[config.mk]
export PLATFORM = sky130hd
export DESIGN_NAME = bzc_color_selector
export DESIGN_NICKNAME = d
export VERILOG_FILES = /design/src/bzc_pkg.sv /design/src/bzc_zone_check.sv /design/src/bzc_color_selector.sv
export VERILOG_INCLUDE_DIRS = /design/src
export SDC_FILE = /design/constraint.sdc
export NUM_CORES = 1
export LEC_CHECK = 0
export BUFFER_PORTS_ARGS = -buffer_cell sky130_fd_sc_hd__buf_4
export CAP_MARGIN = 40
export CORE_ASPECT_RATIO = 1.4
export CORE_MARGIN = 3
export CORE_UTILIZATION = 50
export DETAILED_ROUTE_END_ITERATION = 10
export PLACE_DENSITY = 0.7
export SYNTH_ARGS = -nofsm -noshare
export SYNTH_HDL_FRONTEND = slang
export SYNTH_SLANG_ARGS = --single-unit
[constraint.sdc]
create_clock -name clk_i -period 10.7 [get_ports clk_i]
set_input_delay 0 -clock clk_i [delete_from_list [all_inputs] [get_ports clk_i]]
set_output_delay 0 -clock clk_i [all_outputs]
set_load 0.05 [all_outputs]
[src/bzc_map.svh]
`ifndef BZC_MAP_SVH
`define BZC_MAP_SVH

// ***************************************************
// Register offsets (byte addresses, one word each)
// ***************************************************
`define BZC_OFF_SP_ONE      8'h00
`define BZC_OFF_SP_TWO      8'h04
`define BZC_OFF_SP_THREE    8'h08
`define BZC_OFF_SP_FOUR     8'h0c
`define BZC_OFF_COLORS      8'h10
`define BZC_OFF_CONTROL     8'h14
`define BZC_OFF_STATUS      8'h18
`define BZC_OFF_POSITION    8'h1c

// ***************************************************
// Field positions and reset values
// ***************************************************
// Colors register: 2 bits per item, below-all in [1:0], then above first..fourth
`define BZC_COL_W           2
// Control register: [1:0] brightness, [2] tricolor fitted
`define BZC_CTL_TRI_BIT     2
`define BZC_CTL_RESET       3'h7
`define BZC_COLORS_RESET    10'h000
`define BZC_SP_RESET        16'h0000

`endif

[src/bzc_pkg.sv]
package bzc_pkg;
    // Bar color code
    typedef enum logic [1:0] {
        BZC_GREEN  = 2'h0,
        BZC_ORANGE = 2'h1,
        BZC_RED    = 2'h2
    } bzc_color_t;

    // Front-panel menu position
    typedef enum logic [3:0] {
        BZC_M_IDLE,
        BZC_M_BELOW,
        BZC_M_ABOVE1,
        BZC_M_ABOVE2,
        BZC_M_ABOVE3,
        BZC_M_ABOVE4
    } bzc_menu_t;
endpackage

[src/bzc_zone_check.sv]
`timescale 1ns/1ps
`include "bzc_map.svh"

// ***************************************************
// One setpoint compare: above only when strictly greater
// ***************************************************
module bzc_zone_check #(
    parameter int W = 16
) (
    // Values
    input  wire logic signed [W-1:0] position_i,
    input  wire logic signed [W-1:0] setpoint_i,
    // Result
    output logic                     above_o
);
    // Equality counts as below
    assign above_o = (position_i > setpoint_i);
endmodule // bzc_zone_check

[src/bzc_color_selector.sv]
`timescale 1ns/1ps
`include "bzc_map.svh"

// How it works
// - Whole bar shows exactly one color
// - Entering new zone switches whole bar color
// - Below lowest setpoint uses below-all color
// - Above color chosen by setpoint value
// - Equal setpoints: highest numbered color wins
// - Program key advances items, alternates label/color
// - Up/down step green, orange, red
// - Program after fifth color exits menu
// - Lockout allows viewing, refuses any change
// - Lockout, dim active when tied low
// - Dim halves selected brightness
// - Color menu only with tricolor fitted
module bzc_color_selector
    import bzc_pkg::*;
#(
    parameter int W        = 16,
    parameter int BLINK_CY = 12500000
) (
    // Clock and reset
    input  wire logic              clk_i,
    input  wire logic              rst_i,
    // Wishbone slave
    input  wire logic              cyc_i,
    input  wire logic              stb_i,
    input  wire logic              we_i,
    input  wire logic [7:0]        adr_i,
    input  wire logic [3:0]        sel_i,
    input  wire logic [31:0]       dat_i,
    output logic      [31:0]       dat_o,
    output logic                   ack_o,
    // Bar position and update strobe
    input  wire logic signed [W-1:0] position_i,
    input  wire logic              update_i,
    // Front-panel keys, one-cycle pulses
    input  wire logic              key_prog_i,
    input  wire logic              key_up_i,
    input  wire logic              key_down_i,
    input  wire logic              relay_menu_done_i,
    // Rear contacts, low when tied to common
    input  wire logic              lock_n_i,
    input  wire logic              dim_n_i,
    // Display drive
    output logic      [1:0]        bar_color_o,
    output logic      [1:0]        brightness_o,
    output logic                   show_label_o,
    output logic      [2:0]        menu_item_o,
    output logic                   menu_active_o
);

    // ***************************************************
    // State
    // ***************************************************
    logic signed [W-1:0] sp_reg [4];
    logic [9:0]          colors_reg;
    logic [2:0]          ctl_reg;
    logic signed [W-1:0] pos_reg;
    bzc_menu_t           menu_reg;
    logic                label_reg;
    logic [3:0]          above;
    logic [1:0]          color_next;
    logic                locked;
    logic                dimmed;
    logic                bus_wr;
    logic                menu_wr;
    logic [2:0]          item;
    logic [31:0]         rd_next;

    assign locked = ~lock_n_i;
    assign dimmed = ~dim_n_i;

    // ***************************************************
    // Zone compare
    // ***************************************************
    // Latch bar once per update
    always_ff @(posedge clk_i) begin
        if (rst_i) begin
            pos_reg <= '0;
        end else if (update_i) begin
            pos_reg <= position_i;
        end
    end

    // Signed compare: setpoints may sit below zero
    // Position grows rightward on horizontal bars
    genvar g;
    generate
        for (g = 0; g < 4; g++) begin : g_cmp
            bzc_zone_check #(.W(W)) u_cmp (
                .position_i (pos_reg),
                .setpoint_i (sp_reg[g]),
                .above_o    (above[g])
            );
        end
    endgenerate

    // Color of the highest-valued setpoint passed
    always_comb begin
        logic signed [W-1:0] best;
        logic                found;
        best       = '0;
        found      = 1'b0;
        color_next = colors_reg[1:0];
        for (int i = 0; i < 4; i++) begin
            // Later index wins on ties through >=
            if (above[i] && (!found || sp_reg[i] >= best)) begin
                best       = sp_reg[i];
                found      = 1'b1;
                color_next = colors_reg[2*i+2 +: 2];
            end
        end
    end

    // ***************************************************
    // Display drive
    // ***************************************************
    // A single registered code feeds every segment, so the
    // bar never shows two colors while a zone changes
    // One registered code for whole bar
    // Updates on the clock after the zone changes
    always_ff @(posedge clk_i) begin
        if (rst_i) begin
            bar_color_o <= BZC_GREEN;
        end else begin
            bar_color_o <= color_next;
        end
    end

    always_ff @(posedge clk_i) begin
        if (rst_i) begin
            brightness_o <= 2'h0;
        end else begin
            brightness_o <= dimmed ? {1'b0, ctl_reg[1]} : ctl_reg[1:0];
        end
    end

    // ***************************************************
    // Front-panel color menu
    // ***************************************************
    // Label/color alternate blink, a free slow toggle
    // Restarts on each program key so a new item opens on its label
    logic [31:0] blink_cnt;
    always_ff @(posedge clk_i) begin
        if (rst_i || key_prog_i || menu_reg == BZC_M_IDLE) begin
            blink_cnt <= '0;
            label_reg <= 1'b1;
        end else if (blink_cnt == 32'(BLINK_CY - 1)) begin
            blink_cnt <= '0;
            label_reg <= ~label_reg;
        end else begin
            blink_cnt <= blink_cnt + 32'h1;
        end
    end

    // Menu position; the relay step hands over to the color items
    always_ff @(posedge clk_i) begin
        if (rst_i) begin
            menu_reg <= BZC_M_IDLE;
        end else begin
            case (menu_reg)
                BZC_M_IDLE: begin
                    if (relay_menu_done_i && ctl_reg[`BZC_CTL_TRI_BIT]) begin
                        menu_reg <= BZC_M_BELOW;
                    end
                end
                BZC_M_BELOW:  if (key_prog_i) menu_reg <= BZC_M_ABOVE1;
                BZC_M_ABOVE1: if (key_prog_i) menu_reg <= BZC_M_ABOVE2;
                BZC_M_ABOVE2: if (key_prog_i) menu_reg <= BZC_M_ABOVE3;
                BZC_M_ABOVE3: if (key_prog_i) menu_reg <= BZC_M_ABOVE4;
                BZC_M_ABOVE4: if (key_prog_i) menu_reg <= BZC_M_IDLE;
                default:      menu_reg <= BZC_M_IDLE;
            endcase
        end
    end

    // Item index 0..4, colors field number
    always_comb begin
        case (menu_reg)
            BZC_M_BELOW:  item = 3'h0;
            BZC_M_ABOVE1: item = 3'h1;
            BZC_M_ABOVE2: item = 3'h2;
            BZC_M_ABOVE3: item = 3'h3;
            BZC_M_ABOVE4: item = 3'h4;
            default:      item = 3'h7;
        endcase
    end

    // Menu outputs, one edge behind the menu state
    always_ff @(posedge clk_i) begin
        if (rst_i) begin
            show_label_o  <= 1'b0;
            menu_item_o   <= 3'h0;
            menu_active_o <= 1'b0;
        end else begin
            show_label_o  <= (menu_reg != BZC_M_IDLE) && label_reg;
            menu_item_o   <= (menu_reg != BZC_M_IDLE) ? item : 3'h0;
            menu_active_o <= (menu_reg != BZC_M_IDLE);
        end
    end

    // ***************************************************
    // Wishbone slave, registered ack one clock after strobe
    // ***************************************************
    // A request is taken once: gating on ack keeps a held
    // strobe from writing again in the ack cycle
    assign bus_wr  = cyc_i && stb_i && we_i && !ack_o;
    assign menu_wr = (menu_reg != BZC_M_IDLE) && !locked && (key_up_i || key_down_i);

    // Write decode; a colors write needs both low lanes, while
    // setpoint and control writes need only lane 0
    logic sp_hit;
    logic col_hit;
    logic ctl_hit;
    assign sp_hit  = bus_wr && !locked && sel_i[0] && adr_i[7:4] == 4'h0 && adr_i[1:0] == 2'h0;
    assign col_hit = bus_wr && !locked && sel_i[1:0] == 2'h3 && adr_i == `BZC_OFF_COLORS;
    assign ctl_hit = bus_wr && !locked && sel_i[0] && adr_i == `BZC_OFF_CONTROL;

    // One-cycle ack, dropped in the cycle after it is given
    always_ff @(posedge clk_i) begin
        if (rst_i) begin
            ack_o <= 1'b0;
        end else begin
            ack_o <= cyc_i && stb_i && !ack_o;
        end
    end

    // ***************************************************
    // Register file
    // ***************************************************
    // Setpoints; bus writes refused under lockout too
    always_ff @(posedge clk_i) begin
        if (rst_i) begin
            for (int i = 0; i < 4; i++) sp_reg[i] <= `BZC_SP_RESET;
        end else if (sp_hit) begin
            sp_reg[adr_i[3:2]] <= dat_i[W-1:0];
        end
    end

    // Colors: key stepping has priority over a bus write
    always_ff @(posedge clk_i) begin
        if (rst_i) begin
            colors_reg <= `BZC_COLORS_RESET;
        end else if (menu_wr) begin
            case (colors_reg[2*item +: 2])
                BZC_GREEN:  colors_reg[2*item +: 2] <= key_up_i ? BZC_ORANGE : BZC_RED;
                BZC_ORANGE: colors_reg[2*item +: 2] <= key_up_i ? BZC_RED : BZC_GREEN;
                default:    colors_reg[2*item +: 2] <= key_up_i ? BZC_GREEN : BZC_ORANGE;
            endcase
        end else if (col_hit) begin
            colors_reg <= dat_i[9:0];
        end
    end

    // Control: brightness and tricolor fitted
    always_ff @(posedge clk_i) begin
        if (rst_i) begin
            ctl_reg <= `BZC_CTL_RESET;
        end else if (ctl_hit) begin
            ctl_reg <= dat_i[2:0];
        end
    end

    // ***************************************************
    // Read path
    // ***************************************************
    // Reads stay open under lockout: viewing is allowed
    // Read mux
    always_comb begin
        rd_next = 32'h0;
        if (adr_i == `BZC_OFF_SP_ONE) begin
            rd_next = 32'(sp_reg[0]);
        end else if (adr_i == `BZC_OFF_SP_TWO) begin
            rd_next = 32'(sp_reg[1]);
        end else if (adr_i == `BZC_OFF_SP_THREE) begin
            rd_next = 32'(sp_reg[2]);
        end else if (adr_i == `BZC_OFF_SP_FOUR) begin
            rd_next = 32'(sp_reg[3]);
        end else if (adr_i == `BZC_OFF_COLORS) begin
            rd_next = {22'h0, colors_reg};
        end else if (adr_i == `BZC_OFF_CONTROL) begin
            rd_next = {29'h0, ctl_reg};
        end else if (adr_i == `BZC_OFF_STATUS) begin
            rd_next = {24'h0, locked, dimmed, menu_reg != BZC_M_IDLE, item, bar_color_o};
        end else if (adr_i == `BZC_OFF_POSITION) begin
            rd_next = 32'(pos_reg);
        end
    end

    // Read data registered, valid alongside ack
    always_ff @(posedge clk_i) begin
        if (rst_i) begin
            dat_o <= 32'h0;
        end else begin
            dat_o <= rd_next;
        end
    end

endmodule // bzc_color_selector

---- After elaboration in Yosys (flattened, before gate mapping) ----
Memories as Yosys holds them, arrays and structs flattened.
Index checks and enable logic that the tools add are counted.
storage, ports and cells
  output and inout port bits .............. 42
  memories kept ........................... 1
  logic and storage cells ................. 138
  RAM bits ................................ 64
  ROM bits ................................ 0
  latch bits .............................. 0
  flip-flop bits (word level) ............. 108
  bits of input ports ..................... 72
cells by class
  equal/unequal tests ..................... 21
  multiplexer cells ....................... 44
  add/subtract/negate cells ............... 2
  div/mod/pow operators ................... 0
  $lt $le $gt $ge ......................... 7
  shift operators ......................... 5
  bitwise operators ....................... 4
  reduce and logical (&&, ||, !) cells .... 40
  multiply operators ...................... 0
memory list
  name    words  width  rd ports  clocked after memory_dff  write ports  RTL line                  text
  sp_reg  4      16     4         0                         4            bzc_color_selector.sv:57  logic signed [W-1:0] sp_reg [4];
operators with widths
  kind                                                                     number
  32-bit two-way mux                                                       8
  2-bit by 34-bit variable part select with 10-bit output                  3
  16-bit > comparator                                                      4
  16-bit two-way mux                                                       4
  16-bit greater-or-equal comparator                                       3
  4-bit negator with 34-bit output                                         1
  2-bit by 34-bit variable shift with 10-bit output, first input constant  1
  32-bit by 1-bit adder with 32-bit output, second input constant          1
  32-bit by 24-bit equality test with 1-bit output, second input constant  1
  8-bit by 5-bit equality test with 1-bit output, second input constant    4
  10-bit bitwise mux                                                       3
  4-bit two-way mux                                                        6
  4-bit one-hot mux with 6 select lines                                    1
  10-bit two-way mux                                                       2
  10-bit one-hot mux with 2 select lines                                   1
  1-bit logical AND                                                        18
  8-bit by 4-bit equality test with 1-bit output, second input constant    2
  16-bit OR reduction                                                      1
  3-bit one-hot mux with 5 select lines                                    1
  2-bit two-way mux                                                        7
  1-bit two-way mux                                                        11
  2-bit != test, second input constant                                     5
  10-bit by 5-bit variable part select with 2-bit output                   1
  4-bit by 2-bit equality test with 1-bit output, second input constant    2
  16 further kinds                                                         32

---- Logic depth before layout (Yosys ltp) ----
  depth after elaboration ................. 14
  gate-level depth with buffers ........... 37
  depth with buffers taken out ............ 33

---- Hierarchy ----
A second synthesis with hierarchy kept.
second synthesis, totals
  cells, all modules ...................... 1,228
  area total of the unflattened synthesis .. 10,811.6 µm²
modules (own cells, without submodules)
  module              area each (µm²)  sequential area each (µm²)  cells an instance  instances
  bzc_color_selector  9,145.0          3,743.6                     996                1
  bzc_zone_check      416.6            0.0                         58                 4

---- Worst setup path after synthesis ----
OpenSTA, ideal clock, no wires.
  path type ............................... register -> register
  from .................................... memory sp_reg[0][3]
  to ...................................... register bar_color_o[0]
  clock period less this slack ............ 7.759 ns
  stages on the path, launching flop included .. 38
  library setup time ...................... 0.091 ns
  buffers on the path ..................... 4
  slack ................................... 2.941 ns
  arrival time ............................ 7.668 ns
  required time ........................... 10.609 ns
  cells stage by stage .................... edfxtp_1 inv_1 ha_1 and3_1 a221o_1 a2bb2oi_1 a31o_2 and2_4 buf_6 buf_6 nand2_1 ha_1 and4_2 a21oi_1 o21ai_1 nor3_1 a221oi_4 a21oi_4 (+2 left out) ha_1 nand4_1 or3_1 a21oi_1 nor4_1 mux2_2 o21bai_1 buf_2 mux2_4 ha_1 a21o_1 a21o_1 a211oi_1 o21bai_1 a21o_1 a221oi_1 nor3_1 a311oi_1
RTL lines
  element               RTL line                   text
  from (decl)           bzc_color_selector.sv:57
  to (signal assigned)  bzc_color_selector.sv:128  bar_color_o <= color_next;
  to (decl)             bzc_color_selector.sv:47   output logic [1:0] bar_color_o,

==> results.toml <==
[route]
wirelength_mm = 30.8
num_vias = 9106
first_pass_iters = 5
vias_per_cell = 5.94
routedWlPerCell_um = 20.0
drc = 0
antenna_left = 0
first_iter_violations = 663

[sta]
fin_setup_tns_ps = 0
rsz0062_at_grt = "no"
setup_violations = 0
fmax_mhz = 102
slew_violations = 0
clock_skew_ps = 10.3
fin_crit_sh_pct = 91.3
period_needed_ps = 9770
worst_pin_slew_ps = 844
maxSlewHeadroom_pct = 43.8
finalHoldViolations = 0

[die]
dieArea_mm2 = 0.0230
num_io_pins = 114
core_area_mm2 = 0.0206
die_x_um = 129
initial_core_util_pct = 51.3
die_h_um = 178
rows = 62

[setup_path]
rrSetupSlack_ps = 930
worstSetupPathType = "reg2reg"
crit_top_cell = "ha_1"
crit_path_start_kind = "flip-flop"
cpMaxStageDelayCell = "a221oi_1"
reg2reg_from = "sp_reg[0][15]"
crit_arrival_ps = 10100
cp-startpoint = "sp_reg[0][15]"
endpoint_kind = "flip-flop"
required_ps = 11030
cpPeakStageDelay_ps = 690
crit_fanout = 20

[layout]
syn_to_final_growth_pct = 16.8
diodes = 0
largest_reg_flops = 64
nets = 1452
drive_above_1_share_pct = 15.9
num-fill-cells = 1827
design_area_mm2 = 0.0124
final_util_pct = 60.0

[cts]
cts_tree = "built"
clock_sinks = 155
cts_resized = 0
clk_latency_ps = 440
ctsHoldBuffers = 36
clk_pin_slew_ps = 70
cts_setup_buffers = 0
root_buffer = "clkbuf_16"
htree_levels = 4
cts_buffers = 17
clk_path_buf_depth = 2

[status]
outcome = "complete, no violations"

[global_routing]
groute.usage.overall_pct = 27.0
antenna_found_initial = 0
grt_max_degree = 51
grt_first_pass_wirelength_mm = 47.1
grt_overflow = 0
grt_pass1_vias = 8863

[synth]
avgSynthCellArea_um2 = 9.11
synth_nets = 1349
ys_seq_area_share_pct = 35.4
postSynth.asyncResetShare_pct = 0
synth_edf_count = 64
yosysUniqueCellTypes = 76
synth_area_mm2 = 0.0106
yosys_warnings = 0
synth_ff_type = "dfxtp_1"
synthCells = 1162
ys_ff_latch = 155

[placement]
dp_hpwl_mm = 23.5
gp_congestion = 0.973
io_buffers = 95
dpl_cell_area_mm2 = 0.0114

[power_and_ir_drop]
power.leakage_uw = 0.00527
peakVddDrop_mv = 0.105
p_per_area_mw_per_mm2 = 133

[flow_run]
maxCapViolCount = 0

[hold_path]
hold_start = "update_i"
hp-class = "in2reg"
-- final timing paths --
path         cells past startpoint              to
min reg2reg                      1           ack_o
min                              3      pos_reg[7]
max reg2reg                     34  bar_color_o[0]
max                             34  bar_color_o[0]
-- cell usage after synthesis (all sizes together), types with 7 or more instances --
library cell  instances  area [um2]
nor2                116         435
inv                  82         308
nor4                  8        50.1
nand2                90         338
mux2i                27         270
o211ai                8        60.1
and4                  8        71.3
a22oi                 7        52.6
a211oi               15         113
dfxtp                91        1820
buf                  28         194
xor2                 22         193
nand2b               11        68.8
o21a                  7        52.6
and3                  8        50.1
nand4                33         206
o21ai                39         199
nor3                 17        90.1
ha                  115        1440
or3                   7        43.8
a21o                 18         135
edfxtp               64        1920
xnor2                 9        78.8
a31oi                 7        50.1
and2                 69         434
nand3                26         130
or2                   8        50.1
mux2                 38         488
clkbuf               30         113
a21oi                84         439
nor2b                 7        43.8
-- through the flow --
step | hold slack, ps | power [uW] | worst slack, ps | instances
after global placement | 237 | 1040 | 1290 | 1462
after CTS | 7.59 | 1650 | 1080 | 1534
after detailed placement | 241 | 1050 | 1110 | 1466
final | 14.5 | 1650 | 926 | 1534
after floorplan | 107 | 939 | 2940 | 1162
after global routing | 24.4 | 1710 | 588 | 1534
-- cells by family (layout without fill, tap and decap cells) --
group,count (synthesis),in the layout,synth area share (%)
and+or+nand+nor,417,417,19.8
AOI/OAI and AO/OA,232,232,14.5
DFF,155,155,35.4
buffers and inverters,141,257,5.84
adders and majority gates,115,115,13.6
muxes,71,71,8.44
xor gates and xnor gates,31,31,2.56
-- where the power goes --
part / leakage, uW / total, uW / switching [uW] / internal, uW
Sequential: 0.00139 / 667 / 30.9 / 637
Clock: 0.000275 / 591 / 266 / 326
Combinational: 0.00360 / 388 / 219 / 169
-- final cells by class --
type	count	area, um2	share of cell area, %
inverters	83	312	2.52
clock buffers	19	433	3.50
well taps	256	320	2.59
clock inverters	13	133	1.07
flip-flops and latches	155	3740	30.3
repair buffers	142	1180	9.54
multi-input cells	866	6250	50.5
-- placed cells by master, fill, tap and decap left out, drive strengths merged, types with 8 or more instances in the layout --
master and instances:
nor2 116, ha 115, buf 106, dfxtp 91
nand2 90, inv 87, a21oi 84, and2 69
edfxtp 64, o21ai 39, mux2 38, dlygate4sd3 36
nand4 33, mux2i 27, nand3 26, xor2 22
clkbuf 19, a21o 18, nor3 17, a211oi 15
nand2b 11, xnor2 9, and3 8, o211ai 8
nor4 8, and4 8, or2 8
-- critical path, delay by kind of cell (launching register included) --
family | cells | cell delay, ps
simple gates | 10 | 2550
mux | 3 | 1140
compound gates | 15 | 3850
buf+inv | 2 | 420
fa+ha+maj | 4 | 1300
flops | 1 | 380
-- routing by layer --
layer	part of all wire [%]	up-vias	global-route usage (%)
li1	-	4386	-
met1	40	4285	31.9
met2	49	349	47.0
met3	6.6	86	4.19
met4	4.4	0	13.5
met5	0	-	0
(Power assumes the default switching activity.)
